[src/design/ismc_cfg.svh]
// offsets, field positions, reset values and timing counts of the i2c master
`ifndef ISMC_CFG_SVH
`define ISMC_CFG_SVH
`define ISMC_IDX_RX 16'hf2a0
`define ISMC_IDX_ADDR 16'hf2a1
`define ISMC_IDX_TX 16'hf2a2
`define ISMC_IDX_CON 16'hf2a3
`define ISMC_IDX_MODE 16'hf2a4
`define ISMC_IDX_STAT 16'hf2a5
`define ISMC_RST_BYTE 8'h00
`define ISMC_CON_START 0
`define ISMC_CON_STOP 1
`define ISMC_CON_RESTART 2
`define ISMC_CON_ACK 7
`define ISMC_LAST_BIT 4'h8
`define ISMC_RESP_OKAY 2'h0
`define ISMC_RESP_SLVERR 2'h2
`define ISMC_STD_LOW0 8'h2c
`define ISMC_STD_LOW1 8'h30
`define ISMC_STD_LOW2 8'h34
`define ISMC_STD_LOW3 8'h38
`define ISMC_STD_HIGH0 8'h24
`define ISMC_STD_HIGH1 8'h28
`define ISMC_STD_HIGH2 8'h2c
`define ISMC_STD_HIGH3 8'h30
`define ISMC_FAST_LOW0 8'h0c
`define ISMC_FAST_LOW1 8'h0e
`define ISMC_FAST_LOW2 8'h0e
`define ISMC_FAST_LOW3 8'h10
`define ISMC_FAST_HIGH0 8'h08
`define ISMC_FAST_HIGH1 8'h08
`define ISMC_FAST_HIGH2 8'h0a
`define ISMC_FAST_HIGH3 8'h0a
`define ISMC_STD_HOLD 8'h08
`define ISMC_FAST_HOLD 8'h04
`endif

[src/design/ismc_pkg.sv]
// types shared by the i2c master files
package ismc_pkg;
  typedef enum logic [3:0] {
    ST_IDLE, ST_START, ST_LOW, ST_HIGH, ST_WAIT,
    ST_RS_LOW, ST_RS_HIGH, ST_STOP_LOW, ST_STOP_HIGH, ST_STOP_BUF
  } ismc_state_type;
  typedef enum logic [1:0] {PH_ADDR, PH_TX, PH_RX} ismc_phase_type;
  typedef struct packed {
    logic clock_sync_select;
    logic [1:0] slowdown;
    logic speed_select;
    logic iface_enable;
  } ismc_mode_type;
  typedef struct packed {
    logic transmit_mismatch;
    logic ack_received;
    logic bus_busy_flag;
  } ismc_status_type;
  typedef struct packed {
    logic [7:0] low_len;
    logic [7:0] high_len;
    logic [7:0] hold_len;
  } ismc_timing_type;
endpackage

[src/design/ismc_sync.sv]
// two-flop synchroniser, one per input bit
module ismc_sync #(
  parameter int unsigned W = 2
) (
  input wire logic aclk,
  input wire logic aresetn,
  input wire logic [W-1:0] d,
  output logic [W-1:0] q
);
  logic [W-1:0] meta;
  for (genvar i = 0; i < W; i++)
  begin : g_bit
    always_ff @(posedge aclk)
    begin
      // idle bus level is high, so reset to released
      if (!aresetn)
      begin
        meta[i] <= 1'b1;
        q[i] <= 1'b1;
      end
      else
      begin
        meta[i] <= d[i];
        q[i] <= meta[i];
      end
    end
  end
endmodule

[src/design/ismc_timing.sv]
// source-clock tick and per-speed bit phase lengths
`include "ismc_cfg.svh"
module ismc_timing #(
  parameter int unsigned F_DIV = 12
) (
  input wire logic aclk,
  input wire logic aresetn,
  input wire logic speed_select,
  input wire logic [1:0] slowdown,
  output logic f_tick,
  output ismc_pkg::ismc_timing_type tim
);
  logic [7:0] div_cnt;

  // one tick per source-clock period; all bus timing counts these ticks
  always_ff @(posedge aclk)
  begin
    if (!aresetn || div_cnt == 8'(F_DIV - 1))
      div_cnt <= 8'h00;
    else
      div_cnt <= div_cnt + 8'h01;
  end

  always_ff @(posedge aclk)
  begin
    if (!aresetn)
      f_tick <= 1'b0;
    else
      f_tick <= (div_cnt == 8'(F_DIV - 1));
  end

  // bit cycle is low phase plus high phase; slowdown lengthens the bit, and both phases at standard speed
  always_comb
  begin
    tim.hold_len = speed_select ? `ISMC_FAST_HOLD : `ISMC_STD_HOLD;
    unique case ({speed_select, slowdown})
      3'h0: begin tim.low_len = `ISMC_STD_LOW0; tim.high_len = `ISMC_STD_HIGH0; end
      3'h1: begin tim.low_len = `ISMC_STD_LOW1; tim.high_len = `ISMC_STD_HIGH1; end
      3'h2: begin tim.low_len = `ISMC_STD_LOW2; tim.high_len = `ISMC_STD_HIGH2; end
      3'h3: begin tim.low_len = `ISMC_STD_LOW3; tim.high_len = `ISMC_STD_HIGH3; end
      3'h4: begin tim.low_len = `ISMC_FAST_LOW0; tim.high_len = `ISMC_FAST_HIGH0; end
      3'h5: begin tim.low_len = `ISMC_FAST_LOW1; tim.high_len = `ISMC_FAST_HIGH1; end
      3'h6: begin tim.low_len = `ISMC_FAST_LOW2; tim.high_len = `ISMC_FAST_HIGH2; end
      3'h7: begin tim.low_len = `ISMC_FAST_LOW3; tim.high_len = `ISMC_FAST_HIGH3; end
    endcase
  end
endmodule

[src/design/ismc_top.sv]
// single-master i2c controller with an axi4-lite register port
//
// Our own choice: the AXI4-Lite interface to the registers.
`include "ismc_cfg.svh"
// Behaviour
// - speed select 0 gives standard speed, 1 gives fast speed
// - single master only: no arbitration, no clock stretching support
// - start write 1 while idle begins; writing 0 aborts at once
// - start bit accepts 1 only while the interface is enabled
// - stop request makes a stop condition, clears start, reads 0
// - restart with start set re-sends the address; reads 0
// - start write 1 in the wait state resumes with the next byte
// - after each received byte the ack-to-send bit is driven as ack
// - enable 0 holds registers other than mode initialised; enable 1 allows operation
// - slowdown field lengthens the bit by 0, 10, 20 or 30 percent
// - sda shifts into the receive shift register at the end of every scl high phase of a byte's data bits
// - receive register updates after each byte, resets to zero
// - target address holds 7-bit address above the direction bit
// - busy set by start, cleared by stop or disable
// - ack received latched after each byte, cleared while disabled
// - mismatch set when sent bit differs; driving continues to byte end
// - mismatch cleared by a control write unless a mismatch sets in that cycle, or while disabled
// - 7-bit addressing; 10-bit done by software sending extra bytes
// - timing counted in source clock periods per speed table
// - entering the wait state raises the interrupt and pauses
// - address and transmit bytes go msb first, then ack bit
// - interrupt raised after the stop waveform completes
module ismc_top #(
  parameter int unsigned F_DIV = 12
) (
  input wire logic aclk,
  input wire logic aresetn,
  input wire logic [17:0] s_axi_awaddr,
  input wire logic s_axi_awvalid,
  output logic s_axi_awready,
  input wire logic [31:0] s_axi_wdata,
  input wire logic [3:0] s_axi_wstrb,
  input wire logic s_axi_wvalid,
  output logic s_axi_wready,
  output logic [1:0] s_axi_bresp,
  output logic s_axi_bvalid,
  input wire logic s_axi_bready,
  input wire logic [17:0] s_axi_araddr,
  input wire logic s_axi_arvalid,
  output logic s_axi_arready,
  output logic [31:0] s_axi_rdata,
  output logic [1:0] s_axi_rresp,
  output logic s_axi_rvalid,
  input wire logic s_axi_rready,
  input wire logic sda_i,
  output logic sda_o,
  output logic sda_oe,
  input wire logic scl_i,
  output logic scl_o,
  output logic scl_oe,
  output logic bus_irq
);
  ismc_pkg::ismc_state_type state;
  ismc_pkg::ismc_phase_type phase;
  ismc_pkg::ismc_mode_type mode;
  ismc_pkg::ismc_status_type status;
  ismc_pkg::ismc_timing_type tim;
  logic [1:0] pins_s;
  logic sda_s;
  logic scl_s;
  logic sda_prev;
  logic f_tick;
  logic en;
  logic [7:0] target_address;
  logic [7:0] transmit_byte;
  logic [7:0] receive_byte;
  logic [7:0] shifter;
  logic [7:0] rx_shift;
  logic [7:0] phase_cnt;
  logic [7:0] phase_len;
  logic [3:0] bit_idx;
  logic comm_start;
  logic ack_to_send;
  logic aw_full;
  logic w_full;
  logic [15:0] aw_idx;
  logic [7:0] w_byte;
  logic w_lane;
  logic wr_fire;
  logic con_wr;
  logic start_go;
  logic resume_go;
  logic stop_go;
  logic restart_go;
  logic abort;
  logic phase_last;
  logic at_hold;
  logic drive_bit;
  logic sending;
  logic sample;
  logic mismatch_set;
  logic [7:0] rd_val;
  logic rd_hit;
  logic next_aw_full;
  logic next_w_full;
  logic next_rvalid;

  ismc_sync #(.W(2)) u_sync (
    .aclk(aclk),
    .aresetn(aresetn),
    .d({scl_i, sda_i}),
    .q(pins_s)
  );

  ismc_timing #(.F_DIV(F_DIV)) u_timing (
    .aclk(aclk),
    .aresetn(aresetn),
    .speed_select(mode.speed_select),
    .slowdown(mode.slowdown),
    .f_tick(f_tick),
    .tim(tim)
  );

  assign sda_s = pins_s[0];
  assign scl_s = pins_s[1];
  assign en = mode.iface_enable;

  // control-register decode
  assign wr_fire = aw_full & w_full & ~s_axi_bvalid;
  assign con_wr = wr_fire & w_lane & (aw_idx == `ISMC_IDX_CON);
  assign start_go = con_wr & w_byte[`ISMC_CON_START] & ~w_byte[`ISMC_CON_STOP] & en
    & (state == ismc_pkg::ST_IDLE) & ~status.bus_busy_flag;
  assign resume_go = con_wr & w_byte[`ISMC_CON_START] & ~w_byte[`ISMC_CON_STOP]
    & ~w_byte[`ISMC_CON_RESTART] & en & (state == ismc_pkg::ST_WAIT);
  assign stop_go = con_wr & w_byte[`ISMC_CON_STOP] & (state == ismc_pkg::ST_WAIT);
  assign restart_go = con_wr & w_byte[`ISMC_CON_RESTART] & w_byte[`ISMC_CON_START]
    & comm_start & (state == ismc_pkg::ST_WAIT);
  assign abort = con_wr & ~w_byte[`ISMC_CON_START] & ~stop_go
    & (state != ismc_pkg::ST_IDLE);

  // bit timing in source-clock ticks
  assign phase_len = (state inside {ismc_pkg::ST_START, ismc_pkg::ST_HIGH,
    ismc_pkg::ST_RS_HIGH, ismc_pkg::ST_STOP_HIGH}) ? tim.high_len : tim.low_len;
  assign phase_last = f_tick & (phase_cnt == phase_len - 8'h01);
  assign at_hold = f_tick & (phase_cnt == tim.hold_len - 8'h01);
  assign sample = (state == ismc_pkg::ST_HIGH) & phase_last;

  // released bits read as 1; receive data bits are released, its ack is driven
  always_comb
  begin
    if (bit_idx == `ISMC_LAST_BIT)
      drive_bit = (phase == ismc_pkg::PH_RX) ? ack_to_send : 1'b1;
    else
      drive_bit = (phase == ismc_pkg::PH_RX) ? 1'b1 : shifter[7];
    sending = (bit_idx == `ISMC_LAST_BIT) == (phase == ismc_pkg::PH_RX);
  end
  assign mismatch_set = sample & sending & (sda_s != drive_bit);

  always_ff @(posedge aclk)
  begin
    if (!aresetn || phase_last || state inside {ismc_pkg::ST_IDLE, ismc_pkg::ST_WAIT})
      phase_cnt <= 8'h00;
    else if (f_tick)
      phase_cnt <= phase_cnt + 8'h01;
  end

  // sequencer; no arbitration and scl is never sampled for stretching
  always_ff @(posedge aclk)
  begin
    if (!aresetn || !en || abort)
    begin
      state <= ismc_pkg::ST_IDLE;
      phase <= ismc_pkg::PH_ADDR;
      bit_idx <= 4'h0;
      shifter <= `ISMC_RST_BYTE;
    end
    else
      unique case (state)
        ismc_pkg::ST_IDLE:
          if (start_go)
          begin
            state <= ismc_pkg::ST_START;
            phase <= ismc_pkg::PH_ADDR;
            bit_idx <= 4'h0;
            shifter <= target_address;
          end
        ismc_pkg::ST_START:
          if (phase_last)
            state <= ismc_pkg::ST_LOW;
        ismc_pkg::ST_LOW:
          if (phase_last)
            state <= ismc_pkg::ST_HIGH;
        ismc_pkg::ST_HIGH:
          if (phase_last)
          begin
            if (bit_idx == `ISMC_LAST_BIT)
              state <= ismc_pkg::ST_WAIT;
            else
            begin
              bit_idx <= bit_idx + 4'h1;
              shifter <= {shifter[6:0], 1'b1};
              state <= ismc_pkg::ST_LOW;
            end
          end
        ismc_pkg::ST_WAIT:
          if (restart_go)
            state <= ismc_pkg::ST_RS_LOW;
          else if (stop_go)
            state <= ismc_pkg::ST_STOP_LOW;
          else if (resume_go)
          begin
            state <= ismc_pkg::ST_LOW;
            bit_idx <= 4'h0;
            phase <= target_address[0] ? ismc_pkg::PH_RX : ismc_pkg::PH_TX;
            shifter <= target_address[0] ? 8'hff : transmit_byte;
          end
        ismc_pkg::ST_RS_LOW:
          if (phase_last)
            state <= ismc_pkg::ST_RS_HIGH;
        ismc_pkg::ST_RS_HIGH:
          if (phase_last)
          begin
            state <= ismc_pkg::ST_START;
            phase <= ismc_pkg::PH_ADDR;
            bit_idx <= 4'h0;
            shifter <= target_address;
          end
        ismc_pkg::ST_STOP_LOW:
          if (phase_last)
            state <= ismc_pkg::ST_STOP_HIGH;
        ismc_pkg::ST_STOP_HIGH:
          if (phase_last)
            state <= ismc_pkg::ST_STOP_BUF;
        ismc_pkg::ST_STOP_BUF:
          if (phase_last)
            state <= ismc_pkg::ST_IDLE;
      endcase
  end

  // open-drain pins: the output value is always low, only the enable moves
  always_ff @(posedge aclk)
  begin
    sda_o <= 1'b0;
    scl_o <= 1'b0;
    if (!aresetn || !en || abort)
    begin
      sda_oe <= 1'b0;
      scl_oe <= 1'b0;
    end
    else
    begin
      if (start_go || (state == ismc_pkg::ST_RS_HIGH && phase_last))
        sda_oe <= 1'b1;
      if (state == ismc_pkg::ST_LOW && at_hold)
        sda_oe <= ~drive_bit;
      if (state == ismc_pkg::ST_RS_LOW && at_hold)
        sda_oe <= 1'b0;
      if (state == ismc_pkg::ST_STOP_LOW && at_hold)
        sda_oe <= 1'b1;
      if (state == ismc_pkg::ST_STOP_HIGH && phase_last)
        sda_oe <= 1'b0;
      if (phase_last && (state inside {ismc_pkg::ST_START, ismc_pkg::ST_HIGH}))
        scl_oe <= 1'b1;
      if (phase_last && (state inside {ismc_pkg::ST_LOW, ismc_pkg::ST_RS_LOW,
          ismc_pkg::ST_STOP_LOW}))
        scl_oe <= 1'b0;
    end
  end

  // byte capture, ack, mismatch and interrupt pulse
  always_ff @(posedge aclk)
  begin
    if (!aresetn || !en)
    begin
      rx_shift <= `ISMC_RST_BYTE;
      receive_byte <= `ISMC_RST_BYTE;
      status.ack_received <= 1'b0;
      status.transmit_mismatch <= 1'b0;
      bus_irq <= 1'b0;
    end
    else
    begin
      if (sample && bit_idx != `ISMC_LAST_BIT)
        rx_shift <= {rx_shift[6:0], sda_s};
      if (sample && bit_idx == `ISMC_LAST_BIT)
      begin
        receive_byte <= rx_shift;
        status.ack_received <= sda_s;
      end
      // a mismatch in the same cycle as a control write still sets
      if (mismatch_set)
        status.transmit_mismatch <= 1'b1;
      else if (con_wr)
        status.transmit_mismatch <= 1'b0;
      bus_irq <= (sample && bit_idx == `ISMC_LAST_BIT)
        || (state == ismc_pkg::ST_STOP_BUF && phase_last);
    end
  end

  // busy follows start and stop seen on the bus, by any party
  always_ff @(posedge aclk)
  begin
    if (!aresetn)
      sda_prev <= 1'b1;
    else
      sda_prev <= sda_s;
  end

  always_ff @(posedge aclk)
  begin
    if (!aresetn || !en)
      status.bus_busy_flag <= 1'b0;
    else if (scl_s && sda_prev && !sda_s)
      status.bus_busy_flag <= 1'b1;
    else if (scl_s && !sda_prev && sda_s)
      status.bus_busy_flag <= 1'b0;
  end

  // software registers; mode survives disable so enable can be set again
  always_ff @(posedge aclk)
  begin
    if (!aresetn)
      mode <= '0;
    else if (wr_fire && w_lane && aw_idx == `ISMC_IDX_MODE)
      mode <= w_byte[4:0];
  end

  always_ff @(posedge aclk)
  begin
    if (!aresetn || !en)
    begin
      target_address <= `ISMC_RST_BYTE;
      transmit_byte <= `ISMC_RST_BYTE;
      ack_to_send <= 1'b0;
      comm_start <= 1'b0;
    end
    else
    begin
      if (wr_fire && w_lane && aw_idx == `ISMC_IDX_ADDR)
        target_address <= w_byte;
      if (wr_fire && w_lane && aw_idx == `ISMC_IDX_TX)
        transmit_byte <= w_byte;
      if (con_wr)
      begin
        ack_to_send <= w_byte[`ISMC_CON_ACK];
        comm_start <= w_byte[`ISMC_CON_START] & ~w_byte[`ISMC_CON_STOP]
          & (start_go | (state != ismc_pkg::ST_IDLE));
      end
      else if (state == ismc_pkg::ST_IDLE)
        comm_start <= 1'b0;
    end
  end

  // axi4-lite write: address and data taken in either order, then one response
  assign next_aw_full = wr_fire ? 1'b0 : (aw_full | (s_axi_awvalid & s_axi_awready));
  assign next_w_full = wr_fire ? 1'b0 : (w_full | (s_axi_wvalid & s_axi_wready));

  always_ff @(posedge aclk)
  begin
    if (!aresetn)
    begin
      aw_full <= 1'b0;
      w_full <= 1'b0;
      aw_idx <= 16'h0000;
      w_byte <= 8'h00;
      w_lane <= 1'b0;
      s_axi_awready <= 1'b0;
      s_axi_wready <= 1'b0;
      s_axi_bvalid <= 1'b0;
      s_axi_bresp <= `ISMC_RESP_OKAY;
    end
    else
    begin
      aw_full <= next_aw_full;
      w_full <= next_w_full;
      s_axi_awready <= ~next_aw_full;
      s_axi_wready <= ~next_w_full;
      if (s_axi_awvalid && s_axi_awready)
        aw_idx <= s_axi_awaddr[17:2];
      if (s_axi_wvalid && s_axi_wready)
      begin
        w_byte <= s_axi_wdata[7:0];
        w_lane <= s_axi_wstrb[0];
      end
      if (wr_fire)
      begin
        s_axi_bvalid <= 1'b1;
        s_axi_bresp <= (aw_idx >= `ISMC_IDX_RX && aw_idx <= `ISMC_IDX_STAT)
          ? `ISMC_RESP_OKAY : `ISMC_RESP_SLVERR;
      end
      else if (s_axi_bready)
        s_axi_bvalid <= 1'b0;
    end
  end

  // read mux; write-only control bits read as zero
  always_comb
  begin
    rd_hit = 1'b1;
    unique case (s_axi_araddr[17:2])
      `ISMC_IDX_RX: rd_val = receive_byte;
      `ISMC_IDX_ADDR: rd_val = target_address;
      `ISMC_IDX_TX: rd_val = transmit_byte;
      `ISMC_IDX_CON: rd_val = {ack_to_send, 6'h00, comm_start};
      `ISMC_IDX_MODE: rd_val = {3'h0, mode};
      `ISMC_IDX_STAT: rd_val = {5'h00, status};
      default:
      begin
        rd_val = 8'h00;
        rd_hit = 1'b0;
      end
    endcase
  end

  assign next_rvalid = (s_axi_rvalid & ~s_axi_rready) | (s_axi_arvalid & s_axi_arready);

  always_ff @(posedge aclk)
  begin
    if (!aresetn)
    begin
      s_axi_arready <= 1'b0;
      s_axi_rvalid <= 1'b0;
      s_axi_rdata <= 32'h00000000;
      s_axi_rresp <= `ISMC_RESP_OKAY;
    end
    else
    begin
      s_axi_arready <= ~next_rvalid;
      s_axi_rvalid <= next_rvalid;
      if (s_axi_arvalid && s_axi_arready)
      begin
        s_axi_rdata <= {24'h000000, rd_val};
        s_axi_rresp <= rd_hit ? `ISMC_RESP_OKAY : `ISMC_RESP_SLVERR;
      end
    end
  end
endmodule

[config.mk]
export PLATFORM = sky130hd
export DESIGN_NAME = ismc_top
export DESIGN_NICKNAME = d
export VERILOG_FILES = /design/src/design/ismc_pkg.sv /design/src/design/ismc_sync.sv /design/src/design/ismc_timing.sv /design/src/design/ismc_top.sv
export VERILOG_INCLUDE_DIRS = /design/src /design/src/design
export SDC_FILE = /design/constraint.sdc
export NUM_CORES = 1
export LEC_CHECK = 0
export BUFFER_PORTS_ARGS = -buffer_cell sky130_fd_sc_hd__clkbuf_2
export CAP_MARGIN = 25
export CORE_MARGIN = 8
export CORE_UTILIZATION = 60
export DETAILED_ROUTE_END_ITERATION = 8
export PLACE_DENSITY = 0.86
export RECOVER_POWER = 100
export SYNTH_ARGS = -nofsm -noshare
export SYNTH_HDL_FRONTEND = slang
export SYNTH_SLANG_ARGS = --single-unit
[constraint.sdc]
create_clock -name aclk -period 6.2 [get_ports aclk]
set_clock_uncertainty 0.05 [all_clocks]
set_input_delay 0.93 -clock aclk [delete_from_list [all_inputs] [get_ports aclk]]
set_output_delay 0.93 -clock aclk [all_outputs]
set_load 0.02 [all_outputs]
==> impl_metrics.csv, run 1 <==
group,metric,value,unit
floorplan,dieArea,0.01466,mm^2
setup_path,critical_path.max_fanout,24,
floorplan,initial_core_util,61.40,%
grt,overflow,0,
setup_path,arrival,5.10,ns
setup_path,cp_top_family,"simple AND/OR/NAND/NOR gates",
timing,fin_tns_setup,0,ns
power,p_leak,2.850,nW
grt,grt_start_max_net_pins,65,
logic_synthesis,netlist_top_cells_area,"dfxtp_1 (41%), mux2i_1 (7.1%), nand2_1 (6.6%)",
logic_synthesis,netlist.area_leader.share,41.09,%
min_path,min_path_type,"flop to flop",
detailed_routing,ant_nets,0,
run_status,violations,"max-capacitance violations, max-slew violations",
detailed_routing,drt_wl_total,16030,um
cts,clockRootBuffer,"clkbuf_8",
floorplan,coreArea,0.01079,mm^2
logic_synthesis,syn_area_per_cell,8.409,um^2
timing,grt_setup_unrepaired,"no",
detailed_routing,route.detailed.drc,0,
cts,cts.sinks,136,
timing,fin_crit_sh,77.75,%
logic_synthesis,synth_top_area_cell,"dfxtp_1",
placement,gp_congestion,0.9101,
placement,hpwl,11010,um
timing,period_minus_slack,4.820,ns
detailed_routing,drt_iter0_drc,463,
cts,postCtsSetupBuffers,0,
run_status,status,"finished with violations",
cells_and_area,final_util,68.97,%
timing,setup_viol,0,
logic_synthesis,ys_seq_area_share,41.09,%
cells_and_area,areaGrowthSynthToFinish,12.33,%
logic_synthesis,syn-cell-area,0.006626,mm^2
setup_path,crit_slowest_cell,"dfxtp_1",
timing,hold_violations,0,
cells_and_area,nNetsFinal,923,
cts,clock_path_buffers,2,
setup_path,critPathMaxStageDelay,0.81,ns
cts,hold_buffers,0,
floorplan,die_w,121.1,um
cells_and_area,drive_gt1_share,11.58,%
detailed_routing,avgRoutedWirePerCell,16.25,um
logic_synthesis,async_reset_ff_share,0,%
floorplan,die_h,121.1,um
setup_path,startpoint_type,"flop",
logic_synthesis,synth-main-ff-cell,"dfxtp_1",
logic_synthesis,netlist_instances,788,
logic_synthesis,synth_cell_type_count,67,
logic_synthesis,yosysMostFrequentCell,"dfxtp_1",
setup_path,crit_required,6.48,ns
run,drv_cap,2,
power,powerDensity,270.1,mW/mm^2
setup_path,critical_path_class,"flop to flop",
detailed_routing,vias_per_cell,5.844,
timing,slew_headroom,-44.79,%
setup_path,critPathBufInv,1,
placement,port_buffers,67,
cts,post_cts_resized,0,
power,vdd_drop_max,0.2081,mV
grt,grt_pass1_wl,26520,um
logic_synthesis,yosys_warnings,0,
timing,slew_viol_final,103,
floorplan,io_pins,127,
cts,clk_pin_slew,0.06,ns
cts,clk_latency,0.52,ns
floorplan,core.rowCount,38,
timing,clock.fmax,207.5,MHz
cts,numCtsBuffers,17,
setup_path,critical_path.cell_chain,"or3b_1, o22a_1, o221ai_1, ha_1, xor2_1, xnor2_1, nor4_1, o21ai_0, nor3_1, clkbuf_1, mux2i_1, nor2_1",
logic_synthesis,synthTopCellsByCount,"dfxtp_1 (136), nand2_1 (117), nor2_1 (78), mux2i_1 (47), a21oi_1 (43)",
grt,antenna_found_initial,0,
setup_path,crit_path_end_kind,"flop",
cts,cts_tree,"built",
logic_synthesis,synth_edf_count,0,
cts,htree_num_levels,4,
detailed_routing,vias,5762,
grt,first_global_vias,5789,
timing,tightest_slew,2.172,ns
grt,grt_util_all_layers,21.99,%
logic_synthesis,synth-seq-cells,136,
detailed_routing,first_pass_iters,6,
cells_and_area,antenna_cells,0,
state kept, by name, indices dropped and copies added (netlist names), 8 cells and up:
| signal | count |
|---|---|
| shifter | 8 |
| phase_cnt | 8 |
| w_byte | 8 |
| u_timing.div_cnt | 8 |
| target_address | 8 |
| aw_idx | 16 |
| rx_shift | 8 |
| u_timing.tim | 9 |
| receive_byte | 8 |
| s_axi_rdata | 8 |
| transmit_byte | 8 |
path summary, 6_finish.rpt:
path	start	end	slack [ns]	cells past startpoint
min	u_sync.meta[1]$_SDFF_PN1_	u_sync.q[1]$_SDFF_PN1_	0.36	1
min reg2reg	u_sync.meta[1]$_SDFF_PN1_	u_sync.q[1]$_SDFF_PN1_	0.36	1
max reg2reg	state[3]$_SDFFE_PP0P_	receive_byte[3]$_SDFFE_PP0P_	1.38	12
max	state[3]$_SDFFE_PP0P_	receive_byte[3]$_SDFFE_PP0P_	1.38	12
power breakdown:
group / switching [W] / internal, W / total, W
Sequential: 0.0000140 / 0.000889 / 0.000903
Clock: 0.000368 / 0.000657 / 0.00102
Combinational: 0.0000516 / 0.0000306 / 0.0000822
stage by stage:
step / power [W] / cell area, um^2 / cells / setup slack [ns] / hold WS (ns)
global placement: 0.0009989 / 6885 / 953 / 2.502 / 0.3389
CTS: 0.002015 / 7498 / 984 / 2.345 / 0.3578
floorplan: 0.0009874 / 6728 / 815 / 3.180 / 0.3363
detailed placement: 0.001003 / 6885 / 953 / 2.397 / 0.3438
finish: 0.002011 / 7443 / 986 / 1.380 / 0.3566
global route: 0.002057 / 7443 / 986 / 1.073 / 0.3866
area by class of cell:
class                   instances  area [um^2]
multi-input cells             588         3523
flip-flops and latches        136         2723
fillers                       823         3349
repair buffers                 74        345.3
well taps                     140        175.2
clock buffers                  22        473.0
inverters                      17        63.81
clock inverters                 9        140.1
placed cells by master (no fill, tap or decap), drive strengths merged, types with 12 or more instances in the layout:
master  Yosys  routed
conb        1      28
o21ai      23      23
dfxtp     136     136
nand2     117     117
inv        17      18
nor2       79      79
a21oi      43      43
nor2b      22      22
clkbuf     39      93
nor3       12      12
nand3      25      25
mux2i      47      47
a21boi     26      26
nand2b     14      14
routing by layer:
layer | share of wire [%] | GRT usage, % | vias to the layer above
met4 | 3.6 | 12.72 | 0
met3 | 6.8 | 4.095 | 57
met2 | 49 | 37.58 | 238
met1 | 40 | 25.25 | 2713
met5 | 0 | 0 | -
li1 | - | - | 2754
logic make-up after synthesis:
kind of cell             Yosys count  share of synthesized area, %
other                              1                       0.05659
buffers and inverters             91                         6.854
multiplexers                      53                         8.119
XOR/XNOR                          20                         2.644
AND/OR/NAND/NOR                  330                         24.34
AO/OA/AOI/OAI                    148                         15.24
flip-flops                       136                         41.09
adder cells (fa/ha/maj)            9                         1.662
worst reg2reg max path, stage by stage, from the launching register on:
cell,delay (ns)
dfxtp_1,0.81
or3b_1,0.54
o22a_1,0.23
o221ai_1,0.32
ha_1,0.26
xor2_1,0.19
xnor2_1,0.11
nor4_1,0.53
o21ai_0,0.46
nor3_1,0.28
clkbuf_1,0.53
mux2i_1,0.27
nor2_1,0.06
(Power assumes the default switching activity.)
==> inputs of run 2 (changes only) <==
--- a/config.mk
+++ b/config.mk
@@ -9,9 +9,9 @@
 export BUFFER_PORTS_ARGS = -buffer_cell sky130_fd_sc_hd__clkbuf_2
 export CAP_MARGIN = 25
 export CORE_MARGIN = 8
-export CORE_UTILIZATION = 60
+export CORE_UTILIZATION = 56
 export DETAILED_ROUTE_END_ITERATION = 8
-export PLACE_DENSITY = 0.86
+export PLACE_DENSITY = 0.81
 export RECOVER_POWER = 100
 export SYNTH_ARGS = -nofsm -noshare
 export SYNTH_HDL_FRONTEND = slang
==> constraint.sdc (replaced) <==
create_clock -name aclk -period 4.7 [get_ports aclk]
set_clock_uncertainty 0.05 [all_clocks]
set_input_delay 0.705 -clock aclk [delete_from_list [all_inputs] [get_ports aclk]]
set_output_delay 0.705 -clock aclk [all_outputs]
set_load 0.02 [all_outputs]
==> impl_metrics.csv, run 2 (same netlist as run 1, synthesis figures left out) <==
group,metric,value,unit
placement,gp_congestion,0.9079,
run_status,status,"finished with violations",
cells_and_area,drive_gt1_share,12.26,%
power,clkPwrFrac,50.2,%
placement,hpwl,11260,um
detailed_routing,drt_iter0_drc,350,
cells_and_area,layout_commonest_cell,"dfxtp_1",
setup_path,arrival,4.29,ns
floorplan,dieArea,0.01557,mm^2
setup_path,rr_endpoint,"state[2]$_SDFFE_PP0P_",
detailed_routing,vias,5615,
timing,period_minus_slack,4.041,ns
cts,clk_latency,0.42,ns
timing,clock.fmax,247.5,MHz
cts,hold_buffers,0,
cts,clk_pin_slew,0.06,ns
run,drv_cap,2,
power,p_seq_share,45.7,%
power,comb_power_share,4.1,%
cts,clockRootBuffer,"clkbuf_16",
floorplan,initial_core_util,57.79,%
timing,grt_setup_unrepaired,"no",
floorplan,io_pins,127,
power,vdd_drop_max,0.3238,mV
floorplan,die_w,124.8,um
timing,fin_crit_sh,85.98,%
placement,dpl.cell_count,959,
power,p_leak,2.856,nW
timing,tightest_slew,2.254,ns
cells_and_area,final-instance-count-excl-fill,991,
power,p_int,0.002014,W
cells_and_area,antenna_cells,0,
min_path,min_path_type,"flop to flop",
setup_path,startpoint_type,"flop",
cells_and_area,areaGrowthSynthToFinish,12.46,%
grt,grt_pass1_wl,25870,um
grt,overflow,0,
cts,cts.sinks,136,
run_status,violations,"max-capacitance violations, max-slew violations",
setup_path,critical_path_class,"flop to flop",
grt,grt_start_max_net_pins,65,
floorplan,core.rowCount,39,
cells_and_area,nNetsFinal,924,
power,powerDensity,349.9,mW/mm^2
timing,hold_violations,0,
timing,setup_viol,0,
setup_path,reg2reg_depth,11,
cells_and_area,top_register,"aw_idx",
timing,fin_tns_setup,0,ns
cts,cts_tree,"built",
detailed_routing,route.detailed.drc,0,
setup_path,crit_required,4.95,ns
cts,post_cts_resized,0,
timing,whs,0.3578,ns
cts,htree_num_levels,4,
floorplan,die_h,124.8,um
grt,first_global_vias,5387,
floorplan,coreArea,0.01147,mm^2
detailed_routing,first_pass_iters,8,
detailed_routing,avgRoutedWirePerCell,15.76,um
cells_and_area,mostFrequentLayoutCells,"dfxtp_1 (136), nand2_1 (117), nor2_1 (78), clkbuf_2 (48), mux2i_1 (47)",
timing,slew_viol_final,103,
cts,postCtsSetupBuffers,0,
detailed_routing,ant_nets,0,
power,p_sw,0.0005943,W
setup_path,endpoint,"state[2]$_SDFFE_PP0P_",
placement,port_buffers,67,
cells_and_area,n_fill_cell,905,
detailed_routing,drt_wl_total,15620,um
power,switching_share,22.79,%
detailed_routing,vias_per_cell,5.666,
cts,clock_path_buffers,2,
setup_path,critical_path.max_fanout,25,
timing,slew_headroom,-50.24,%
placement,place_area,0.006909,mm^2
grt,grt_util_all_layers,19.81,%
setup_path,rrSetupSlack,0.66,ns
setup_path,crit_path_start,"state[2]$_SDFFE_PP0P_",
grt,antenna_found_initial,0,
cells_and_area,stdcell_area,0.007452,mm^2
setup_path,crit_path_end_kind,"flop",
cts,numCtsBuffers,17,
power,power,0.002608,W
setup_path,r2r-start,"state[2]$_SDFFE_PP0P_",
cells_and_area,largest_register_ffs,16,
run 2: how the worst min path moves through the flow:
stage / start / to / slack [ns] / cells after the start
after floorplan: u_sync.meta[0]$_SDFF_PN1_ / u_sync.q[0]$_SDFF_PN1_ / 0.34 / 1
after global placement: u_sync.meta[0]$_SDFF_PN1_ / u_sync.q[0]$_SDFF_PN1_ / 0.34 / 1
after detailed placement: u_sync.meta[0]$_SDFF_PN1_ / u_sync.q[0]$_SDFF_PN1_ / 0.35 / 1
after CTS: u_sync.meta[0]$_SDFF_PN1_ / u_sync.q[0]$_SDFF_PN1_ / 0.36 / 1
after global routing: u_sync.meta[0]$_SDFF_PN1_ / u_sync.q[0]$_SDFF_PN1_ / 0.37 / 1
final: u_sync.meta[0]$_SDFF_PN1_ / u_sync.q[0]$_SDFF_PN1_ / 0.36 / 1
run 2: through the flow:
step | utilization, % | worst slack (ns)
2_1_floorplan | - | 1.680
3_3_place_gp | 60.21 | 1.194
3_5_place_dp | 60.25 | 1.087
4_1_cts | 65.37 | 1.042
5_1_grt | 64.99 | 0.4513
6_report | 64.99 | 0.6590
run 2: routing by layer:
layer / up-vias / global-route usage, % / routed length [um]
met5: - / 0 / 0
met4: 0 / 8.292 / 318
met3: 30 / 5.957 / 1265
met2: 251 / 32.46 / 7416
met1: 2574 / 23.57 / 6614
li1: 2760 / - / -
run 2: worst max-delay path, stage by stage, from the launching register on:
cell and delay [ns]:
dfxtp_1 0.56, or3b_1 0.59, o22a_1 0.22, o221ai_1 0.25
ha_1 0.25, xor2_1 0.19, xnor2_1 0.09, nor4_1 0.53
o21ai_2 0.24, nor2_2 0.39, o21ai_0 0.17, o41ai_1 0.38
run 2: final cells by class:
| cell class | count | area (um^2) | share of cell area, % |
|---|---|---|---|
| inverters | 17 | 63.81 | 0.8563 |
| clock buffers | 19 | 442.9 | 5.944 |
| well taps | 143 | 178.9 | 2.401 |
| clock inverters | 13 | 143.9 | 1.931 |
| flip-flops and latches | 136 | 2723 | 36.53 |
| repair buffers | 75 | 364.1 | 4.886 |
| multi-input cells | 588 | 3536 | 47.45 |
run 2: power groups by stage:
stage	Combinational (W)	Sequential [W]	Clock [W]
global route	0.000121	0.00119	0.00137
CTS	0.000108	0.00119	0.00133
floorplan	0.0000887	0.00121	0
global placement	0.000103	0.00121	0
detailed placement	0.000107	0.00122	0
finish	0.000108	0.00119	0.00131
